<file path="config.mk">
export PLATFORM = sky130hd
export DESIGN_NAME = ldac_top
export DESIGN_NICKNAME = d
export VERILOG_FILES = /design/src/shared/ldac_pkg.sv /design/src/rtl/ldac_pin_route.sv /design/src/rtl/ldac_top.sv
export SDC_FILE = /design/constraint.sdc
export NUM_CORES = 1
export LEC_CHECK = 0
export ABC_AREA = 1
export CORE_MARGIN = 2
export CORE_UTILIZATION = 40
export DETAILED_ROUTE_END_ITERATION = 12
export DONT_BUFFER_PORTS = 1
export SETUP_SLACK_MARGIN = 0.2
export SKIP_LAST_GASP = 1
export SLEW_MARGIN = 20
export SYNTH_ARGS = -nofsm -noshare
export SYNTH_HDL_FRONTEND = slang
export SYNTH_SLANG_ARGS = --single-unit
</file>
<file path="constraint.sdc">
create_clock -name clk_sys_i -period 1.8 [get_ports clk_sys_i]
set_input_delay 0.09 -clock clk_sys_i [delete_from_list [all_inputs] [get_ports clk_sys_i]]
set_output_delay 0.09 -clock clk_sys_i [all_outputs]
set_load 0.01 [all_outputs]
</file>
<file path="src/shared/ldac_pkg.sv">
// Package with register map, field layout and encodings of the ladder converter control.
package ldac_pkg;

   // ==========================================================================
   // Register map
   localparam logic [3:0] LDAC_OFS_CONTROL_MAIN = 4'h0;
   localparam logic [3:0] LDAC_OFS_LEVEL_SELECT = 4'h4;

   // ==========================================================================
   // Field positions
   localparam int LDAC_BIT_CONVERTER_ON = 7;
   localparam int LDAC_BIT_PIN_ONE_DRIVE_ON = 5;
   localparam int LDAC_BIT_PIN_TWO_DRIVE_ON = 4;
   localparam int LDAC_BIT_PSS_LSB = 2;
   localparam int LDAC_BIT_LEVEL_LSB = 0;
   localparam int LDAC_LEVEL_WIDTH = 5;
   localparam int LDAC_PSS_WIDTH = 2;

   // ==========================================================================
   // Reset values and write masks
   localparam logic [7:0] LDAC_RST_CONTROL_MAIN = 8'h00;
   localparam logic [7:0] LDAC_RST_LEVEL_SELECT = 8'h00;
   localparam logic [7:0] LDAC_MASK_CONTROL_MAIN = 8'hBC;
   localparam logic [7:0] LDAC_MASK_LEVEL_SELECT = 8'h1F;

   // ==========================================================================
   // Positive source encodings
   typedef enum logic [1:0] {
      LDAC_SRC_SUPPLY = 2'h0,
      LDAC_SRC_EXT_REF = 2'h1,
      LDAC_SRC_FIXED_REF = 2'h2,
      LDAC_SRC_RESERVED = 2'h3
   } ldac_source_type;

   // ==========================================================================
   // Bus responses
   localparam logic [1:0] LDAC_RESP_OKAY = 2'h0;
   localparam logic [1:0] LDAC_RESP_SLVERR = 2'h2;

endpackage

</file>
<file path="src/rtl/ldac_pin_route.sv">
// Pad override logic for one converter output pin.
`timescale 1ns/1ps
`default_nettype none
module ldac_pin_route (
   input wire logic clk_sys_i,
   input wire logic arst_n_i,
   input wire logic route_on_i,
   input wire logic pad_in_i,
   output logic analog_connect_o,
   output logic digital_out_en_o,
   output logic input_detect_en_o,
   output logic pullup_en_o,
   output logic current_drive_en_o,
   output logic read_value_o
);
   logic next_connect;
   logic next_read;

   always_comb begin
      next_connect = route_on_i;
      next_read = route_on_i ? 1'b0 : pad_in_i; // [RULE6]
   end

   always_ff @(posedge clk_sys_i or negedge arst_n_i) begin
      if (!arst_n_i) begin
         analog_connect_o <= 1'b0;
         digital_out_en_o <= 1'b1;
         input_detect_en_o <= 1'b1;
         pullup_en_o <= 1'b1;
         current_drive_en_o <= 1'b1;
         read_value_o <= 1'b0;
      end else begin
         analog_connect_o <= next_connect; // [RULE4]
         digital_out_en_o <= !next_connect; // [RULE5]
         input_detect_en_o <= !next_connect; // [RULE5]
         pullup_en_o <= !next_connect; // [RULE5]
         current_drive_en_o <= !next_connect; // [RULE5]
         read_value_o <= next_read;
      end
   end
endmodule
`default_nettype wire

</file>
<file path="src/rtl/ldac_top.sv">
// Ladder converter control block with AXI4-Lite register slave.
//
// The register addresses and the AXI4-Lite interface to the registers were chosen for this implementation.
`timescale 1ns/1ps
`default_nettype none
// Function
// [RULE1] Converter runs only while the enable bit seven of the main register is set.
// [RULE2] Five-bit level field selects one of 32 ladder taps.
// [RULE3] Output scales linearly: span times code over 32 plus negative source.
// [RULE4] Bits five and four connect converter voltage to pins one and two.
// [RULE5] A routed pin has digital buffer, input detector, pull-up, current drive off.
// [RULE6] Digital read of a routed pin returns zero.
// [RULE7] Source field selects supply, external reference, fixed reference; code three reserved.
// [RULE8] Converter keeps running in sleep; wake leaves main register unchanged.
// [RULE9] Reset clears enable, pin routing, level field and all control bits.
// [RULE10] Unimplemented bits read as zero.
// [RULE11] Converter voltage offered to comparator input mux and ADC channel.
// [RULE12] Register writes take effect on the next clock edge without handshake; the code uses the AXI4-Lite handshake, outputs follow two edges after it.
module ldac_top (
   input wire logic clk_sys_i,
   input wire logic arst_n_i,
   input wire logic [3:0] s_axi_awaddr,
   input wire logic s_axi_awvalid,
   output logic s_axi_awready,
   input wire logic [31:0] s_axi_wdata,
   input wire logic [3:0] s_axi_wstrb,
   input wire logic s_axi_wvalid,
   output logic s_axi_wready,
   output logic [1:0] s_axi_bresp,
   output logic s_axi_bvalid,
   input wire logic s_axi_bready,
   input wire logic [3:0] s_axi_araddr,
   input wire logic s_axi_arvalid,
   output logic s_axi_arready,
   output logic [31:0] s_axi_rdata,
   output logic [1:0] s_axi_rresp,
   output logic s_axi_rvalid,
   input wire logic s_axi_rready,
   input wire logic sleep_i,
   input wire logic [1:0] pad_in_i,
   output logic converter_on_o,
   output logic [ldac_pkg::LDAC_LEVEL_WIDTH-1:0] level_code_o,
   output logic [ldac_pkg::LDAC_PSS_WIDTH-1:0] positive_source_sel_o,
   output logic [1:0] pin_analog_connect_o,
   output logic [1:0] pin_digital_out_en_o,
   output logic [1:0] pin_input_detect_en_o,
   output logic [1:0] pin_pullup_en_o,
   output logic [1:0] pin_current_drive_en_o,
   output logic [1:0] pin_read_value_o,
   output logic comparator_source_valid_o,
   output logic adc_source_valid_o
);
   import ldac_pkg::*;

   // ==========================================================================
   // Register state
   logic [7:0] ladder_control_main;
   logic [7:0] ladder_level_select;
   logic [7:0] next_ladder_control_main;
   logic [7:0] next_ladder_level_select;

   // ==========================================================================
   // Bus state
   logic aw_held;
   logic w_held;
   logic [3:0] aw_addr;
   logic [31:0] w_data;
   logic [3:0] w_strb;
   logic next_aw_held;
   logic next_w_held;
   logic [3:0] next_aw_addr;
   logic [31:0] next_w_data;
   logic [3:0] next_w_strb;
   logic next_awready;
   logic next_wready;
   logic next_bvalid;
   logic [1:0] next_bresp;
   logic next_arready;
   logic next_rvalid;
   logic [31:0] next_rdata;
   logic [1:0] next_rresp;
   logic do_write;
   logic [7:0] wbyte;

   always_comb begin
      next_aw_held = aw_held;
      next_w_held = w_held;
      next_aw_addr = aw_addr;
      next_w_data = w_data;
      next_w_strb = w_strb;
      next_bvalid = s_axi_bvalid;
      next_bresp = s_axi_bresp;
      next_ladder_control_main = ladder_control_main;
      next_ladder_level_select = ladder_level_select;
      do_write = 1'b0;
      wbyte = w_data[7:0];
      if (s_axi_awvalid && s_axi_awready) begin
         next_aw_held = 1'b1;
         next_aw_addr = s_axi_awaddr;
      end
      if (s_axi_wvalid && s_axi_wready) begin
         next_w_held = 1'b1;
         next_w_data = s_axi_wdata;
         next_w_strb = s_axi_wstrb;
      end
      if (s_axi_bvalid && s_axi_bready) begin
         next_bvalid = 1'b0;
      end
      if (aw_held && w_held && !s_axi_bvalid) begin
         do_write = 1'b1;
         next_aw_held = 1'b0;
         next_w_held = 1'b0;
         next_bvalid = 1'b1;
         next_bresp = LDAC_RESP_OKAY;
         if (aw_addr == LDAC_OFS_CONTROL_MAIN) begin
            if (w_strb[0]) begin
               next_ladder_control_main = wbyte & LDAC_MASK_CONTROL_MAIN; // [RULE10]
            end
         end else if (aw_addr == LDAC_OFS_LEVEL_SELECT) begin
            if (w_strb[0]) begin
               next_ladder_level_select = wbyte & LDAC_MASK_LEVEL_SELECT; // [RULE10]
            end
         end else begin
            next_bresp = LDAC_RESP_SLVERR;
         end
      end
      next_awready = !next_aw_held && !(do_write && s_axi_bvalid);
      next_wready = !next_w_held;
   end

   always_comb begin
      next_arready = s_axi_arready;
      next_rvalid = s_axi_rvalid;
      next_rdata = s_axi_rdata;
      next_rresp = s_axi_rresp;
      if (s_axi_rvalid && s_axi_rready) begin
         next_rvalid = 1'b0;
         next_arready = 1'b1;
      end
      if (s_axi_arvalid && s_axi_arready) begin
         next_arready = 1'b0;
         next_rvalid = 1'b1;
         next_rresp = LDAC_RESP_OKAY;
         if (s_axi_araddr == LDAC_OFS_CONTROL_MAIN) begin
            next_rdata = {24'h000000, ladder_control_main}; // [RULE10]
         end else if (s_axi_araddr == LDAC_OFS_LEVEL_SELECT) begin
            next_rdata = {24'h000000, ladder_level_select}; // [RULE10]
         end else begin
            next_rdata = 32'h00000000;
            next_rresp = LDAC_RESP_SLVERR;
         end
      end
      if (!s_axi_rvalid && !s_axi_arready && !next_rvalid) begin
         next_arready = 1'b1;
      end
   end

   // Sleep is not an input to the register state, so it is kept across wake.
   always_ff @(posedge clk_sys_i or negedge arst_n_i) begin
      if (!arst_n_i) begin
         ladder_control_main <= LDAC_RST_CONTROL_MAIN; // [RULE9]
         ladder_level_select <= LDAC_RST_LEVEL_SELECT; // [RULE9]
         aw_held <= 1'b0;
         w_held <= 1'b0;
         aw_addr <= 4'h0;
         w_data <= 32'h00000000;
         w_strb <= 4'h0;
         s_axi_awready <= 1'b0;
         s_axi_wready <= 1'b0;
         s_axi_bvalid <= 1'b0;
         s_axi_bresp <= 2'h0;
         s_axi_arready <= 1'b0;
         s_axi_rvalid <= 1'b0;
         s_axi_rdata <= 32'h00000000;
         s_axi_rresp <= 2'h0;
      end else begin
         ladder_control_main <= next_ladder_control_main; // [RULE8]
         ladder_level_select <= next_ladder_level_select;
         aw_held <= next_aw_held;
         w_held <= next_w_held;
         aw_addr <= next_aw_addr;
         w_data <= next_w_data;
         w_strb <= next_w_strb;
         s_axi_awready <= next_awready;
         s_axi_wready <= next_wready;
         s_axi_bvalid <= next_bvalid;
         s_axi_bresp <= next_bresp;
         s_axi_arready <= next_arready;
         s_axi_rvalid <= next_rvalid;
         s_axi_rdata <= next_rdata;
         s_axi_rresp <= next_rresp;
      end
   end

   // ==========================================================================
   // Converter drive
   logic next_on;
   logic [LDAC_LEVEL_WIDTH-1:0] next_level;
   logic [LDAC_PSS_WIDTH-1:0] next_pss;
   logic unused_sleep;

   always_comb begin
      unused_sleep = sleep_i;
      next_on = ladder_control_main[LDAC_BIT_CONVERTER_ON]; // [RULE1]
      next_level = ladder_level_select[LDAC_BIT_LEVEL_LSB +: LDAC_LEVEL_WIDTH]; // [RULE2]
      next_pss = ladder_control_main[LDAC_BIT_PSS_LSB +: LDAC_PSS_WIDTH]; // [RULE7]
   end

   always_ff @(posedge clk_sys_i or negedge arst_n_i) begin
      if (!arst_n_i) begin
         converter_on_o <= 1'b0;
         level_code_o <= '0;
         positive_source_sel_o <= LDAC_SRC_SUPPLY;
         comparator_source_valid_o <= 1'b0;
         adc_source_valid_o <= 1'b0;
      end else begin
         converter_on_o <= next_on; // [RULE12]
         level_code_o <= next_level; // [RULE3]
         positive_source_sel_o <= next_pss;
         comparator_source_valid_o <= next_on; // [RULE11]
         adc_source_valid_o <= next_on; // [RULE11]
      end
   end

   // ==========================================================================
   // Output pins
   logic [1:0] pin_route;
   assign pin_route = {ladder_control_main[LDAC_BIT_PIN_TWO_DRIVE_ON],
                       ladder_control_main[LDAC_BIT_PIN_ONE_DRIVE_ON]}; // [RULE4]

   genvar gi;
   generate
      for (gi = 0; gi < 2; gi++) begin : g_pin
         ldac_pin_route u_pin (
            .clk_sys_i(clk_sys_i),
            .arst_n_i(arst_n_i),
            .route_on_i(pin_route[gi]),
            .pad_in_i(pad_in_i[gi]),
            .analog_connect_o(pin_analog_connect_o[gi]),
            .digital_out_en_o(pin_digital_out_en_o[gi]),
            .input_detect_en_o(pin_input_detect_en_o[gi]),
            .pullup_en_o(pin_pullup_en_o[gi]),
            .current_drive_en_o(pin_current_drive_en_o[gi]),
            .read_value_o(pin_read_value_o[gi])
         );
      end
   endgenerate
endmodule
`default_nettype wire

</file>
Word level (Yosys, flattened, before mapping)
Cells that the tools add are included.
- eq/ne operators: 2
- multiplexer cells: 20
- bitwise logic cells: 1
- reductions and logical operators: 26
- operators with widths (kind ; number):
    $mux W1 ; 14
    $logic_and A1 B1 Y1 ; 11
    $logic_not A1 Y1 ; 9
    $eq A4 B3 Y1 const B ; 2
    $logic_not A4 Y1 ; 2
    $mux W2 ; 4
    $mux W8 ; 1
    $mux W5 ; 1
    $reduce_and A4 Y1 ; 1
    $reduce_and A3 Y1 ; 1
    $reduce_bool A3 Y1 ; 1
    $reduce_bool A2 Y1 ; 1
    $not A1 Y1 ; 1
- bits in registers: 80
- output and inout bits: 63
- word-level logic and storage cells: 73

Longest topological paths before layout
- word-level depth: 6
- mapped depth: 6
- depth with buffers taken out: 6

Cells and area by module
From an unflattened synthesis, not the netlist that was laid out.
- cell total of the unflattened synthesis: 229
- area total of the unflattened synthesis: 2185.8 um^2
- modules (own cells, without submodules) (module ; times used ; cells each ; area each (um^2) ; sequential area each (um^2)):
    ldac_top ; 1 ; 211 ; 1960.6 ; 1151.1
    ldac_pin_route ; 2 ; 9 ; 112.6 ; 76.3

Least setup slack after synthesis
No wires, ideal clock.
- path type: flip-flop to flip-flop
- from: register s_axi_bvalid
- to: register ladder_control_main[4]
- setup time: 0.117 ns
- arrival time: 0.918 ns
- required time: 1.683 ns
- slack: 0.765 ns
- cell stages (with the launch flop): 7
- period minus slack after synthesis: 1.035 ns
- cells stage by stage: dfrtp_1 > inv_1 > nand3_2 > nor2_4 > nand2_1 > nand2_1 > nand2_1
- cells in the longest elaborated chain, start to end: 3
- ends and longest elaborated chain (element ; line ; source):
    start: declaration ; ldac_top.sv:30 ; output logic s_axi_bvalid,
    start signal: assignment ; ldac_top.sv:186 ; s_axi_bvalid <= next_bvalid;
    $logic_not A1 Y1 ; ldac_top.sv:109 ; if (aw_held && w_held && !s_axi_bvalid) begin
    $logic_and A1 B1 Y1 ; ldac_top.sv:109 ;
    $reduce_and A3 Y1 (no source line) ; -- ;
    end signal: assignment ; ldac_top.sv:177 ; ladder_control_main <= next_ladder_control_main;
    end: declaration ; ldac_top.sv:57 ; logic [7:0] ladder_control_main;
No other way between the ends.
A chain may end at the register's enable or synchronous reset.

Worst setup path after layout
- from: register s_axi_bvalid
- to: register ladder_control_main[7]
The elaborated chain is that of the path after synthesis.

==> results.json <==
{
  "status": "complete, no violations",
  "finalMaxSlewViolations": 0,
  "setup_tns_ps": 0,
  "drt_iter0_drc": 45,
  "vias": 1369,
  "p_leak_nw": 1.26,
  "core_um2": 5440,
  "crit_fanout": 12,
  "grt_max_degree": 53,
  "critPathKind": "reg -> reg",
  "grt_pass1_wl_mm": 6.35,
  "htree_levels": 2,
  "netSwitchingPower_mw": 1.15,
  "hold-path-endpoint": "s_axi_rdata[7]$_DFFE_PN0P_",
  "start_kind": "register",
  "min_path_type": "in -> reg",
  "fin_crit_sh_pct": 75.2,
  "cp-end-kind": "register",
  "track_usage_pct": 13.3,
  "postSynthAreaPerCell_um2": 9.47,
  "ys_seq_area_share_pct": 58.6,
  "crit_required_ps": 1990,
  "timing.final.crit_period_ps": 1350,
  "wl_per_cell_um": 11.8,
  "final_common_cell": "nand2_1",
  "die_x_um": 78.6,
  "internal_power_mw": 2.27,
  "antenna-diode-count": 0,
  "rr_endpoint": "ladder_control_main[7]$_DFFE_PN0P_",
  "p_per_area_nw_per_um2": 1410,
  "cts_buffers": 5,
  "cts-root-buf": "clkbuf_8",
  "syn_to_final_growth_pct": 8.77,
  "switching_share_pct": 33.6,
  "layout-drive-gt1-share_pct": 7.76,
  "cts_sinks": 52,
  "clock_latency_ps": 300,
  "start_util_pct": 40.9,
  "antenna_left": 0,
  "yosysUniqueCellTypes": 17,
  "drt_first_pass_iters": 4,
  "die_area_um2": 6180,
  "utilization_pct": 44.5,
  "seq_power_share_pct": 56.2,
  "dp_hpwl_mm": 2.61,
  "max_freq_mhz": 738,
  "routed_via_density": 4.32,
  "yosys_warnings": 0,
  "drt-total-wl_mm": 3.74,
  "cts_resized": 0,
  "vdd_drop_max_mv": 0.754,
  "drc": 0,
  "ios": 117,
  "antenna_found_initial": 0,
  "maxCapViolations": 0,
  "ys_ff_latch": 52,
  "grt_pass1_vias": 1350,
  "critPathArrivalTime_ps": 1550,
  "hold-path-cell-count": 3,
  "final_hold_viol_count": 0,
  "num-fill-cells": 545,
  "reg2reg_slack_ps": 450,
  "hold_start": "s_axi_arvalid",
  "numPortBuffers": 0,
  "num_rows": 27,
  "cts_buffer_depth": 2,
  "synth_area_um2": 2230,
  "postSynthCellCount": 235,
  "r2r_cells": 6,
  "combPwrFrac_pct": 18.8,
  "grt_overflow": 0,
  "nets": 298,
  "final_cell_mix": "80 x nand2_1, 50 x dfrtp_1, 27 x conb_1",
  "gp_congestion": 0.770,
  "die_h_um": 78.6,
  "tritoncts": "built",
  "rsz0062_at_grt": "false",
  "r2r_start": "s_axi_bvalid$_DFFE_PN0P_",
  "path_clk_slew_ps": 90,
  "setup_viol": 0,
  "p_clk_share_pct": 25.0,
  "finClkSkew_ps": 10.5
}
[worst max path at each step]
stage                                                     to  slack (ps)                     start  cells after the start
after floorplan           ladder_control_main[4]$_DFFE_PN0P_         760  s_axi_bvalid$_DFFE_PN0P_                      6
after global placement    ladder_level_select[1]$_DFFE_PN0P_         480  s_axi_bvalid$_DFFE_PN0P_                      6
after detailed placement  ladder_control_main[7]$_DFFE_PN0P_         480  s_axi_bvalid$_DFFE_PN0P_                      6
after CTS                 ladder_level_select[0]$_DFFE_PN0P_         460  s_axi_bvalid$_DFFE_PN0P_                      6
after global routing      ladder_level_select[1]$_DFFE_PN0P_         290  s_axi_bvalid$_DFFE_PN0P_                      6
final                     ladder_control_main[7]$_DFFE_PN0P_         450  s_axi_bvalid$_DFFE_PN0P_                      6
[power by group through the flow]
stage               Combinational, mW  Clock, mW  Sequential, mW
floorplan                       0.684          0            1.82
global placement                0.575          0            1.94
detailed placement              0.595          0            1.95
CTS                             0.653      0.882            1.94
global route                    0.776      0.925            1.99
finish                          0.642      0.853            1.92
[metal layers]
metal,vias to the layer above,wire (um),track usage [%]
met5,-,0,0
met4,0,55,5.26
met3,7,308,4.83
met2,61,1740,20.6
met1,629,1640,17.1
li1,672,-,-
[registers in the layout (all words and copies together) (netlist names), 2 cells and up]
register / cells
s_axi_rdata: 7
positive_source_sel_o: 2
level_code_o: 5
ladder_level_select: 5
ladder_control_main: 5
aw_addr: 4
g_pin.u_pin.read_value_o: 2
w_data: 7
g_pin.u_pin.analog_connect_o: 2
[cell type report]
type	instances	area, um2	share of cell area, %
flip-flops and latches	52	1300	53.9
multi-input cells	149	632	26.1
repair buffers	19	205	8.48
clock buffers	7	96.3	3.98
well taps	72	90.1	3.72
inverters	17	63.8	2.64
clock inverters	1	30.0	1.24
[synthesized netlist by cell type, drive strengths merged]
| master | n | share of area (%) |
|---|---|---|
| nand2 | 81 | 14 |
| dfrtp | 50 | 56 |
| buf | 43 | 15 |
| nand3 | 18 | 4.3 |
| inv | 17 | 2.9 |
| o21ai | 14 | 3.1 |
| nor2 | 9 | 2.6 |
| dfstp | 2 | 2.4 |
| conb | 1 | 0.17 |
[timing repair]
item                                   in CTS  in global routing
hold buffers                               18                  0
endpoints found under the hold margin      69                  0
setup buffers                               0                  0
[per-stage QoR]
stage | total power [mW] | area [um2] | instances | worst slack, ps | hold slack, ps
6_report | 3.42 | 2420 | 317 | 446 | 47.0
5_1_grt | 3.69 | 2420 | 317 | 285 | 59.1
4_1_cts | 3.47 | 2420 | 317 | 460 | 42.2
3_5_place_dp | 2.55 | 2100 | 291 | 477 | -204
3_3_place_gp | 2.52 | 2100 | 291 | 482 | -204
2_1_floorplan | 2.50 | 2320 | 261 | 765 | -206
[worst max-delay path, stage by stage, from the launching register on]
cell	delay (ps)
dfrtp_1	430
inv_1	90
nand3_2	140
nor2_4	260
nand2_1	180
nand2_1	90
nand2_1	50
[logic make-up (layout without fill, tap and decap cells)]
group | Yosys count | in the layout | synth area share (%)
AND/OR/NAND/NOR | 108 | 108 | 20.7
AO/OA/AOI/OAI | 14 | 14 | 3.15
buffers and inverters | 60 | 44 | 17.4
flip-flops | 52 | 52 | 58.6
other | 1 | 27 | 0.168
(Power assumes the default switching activity.)
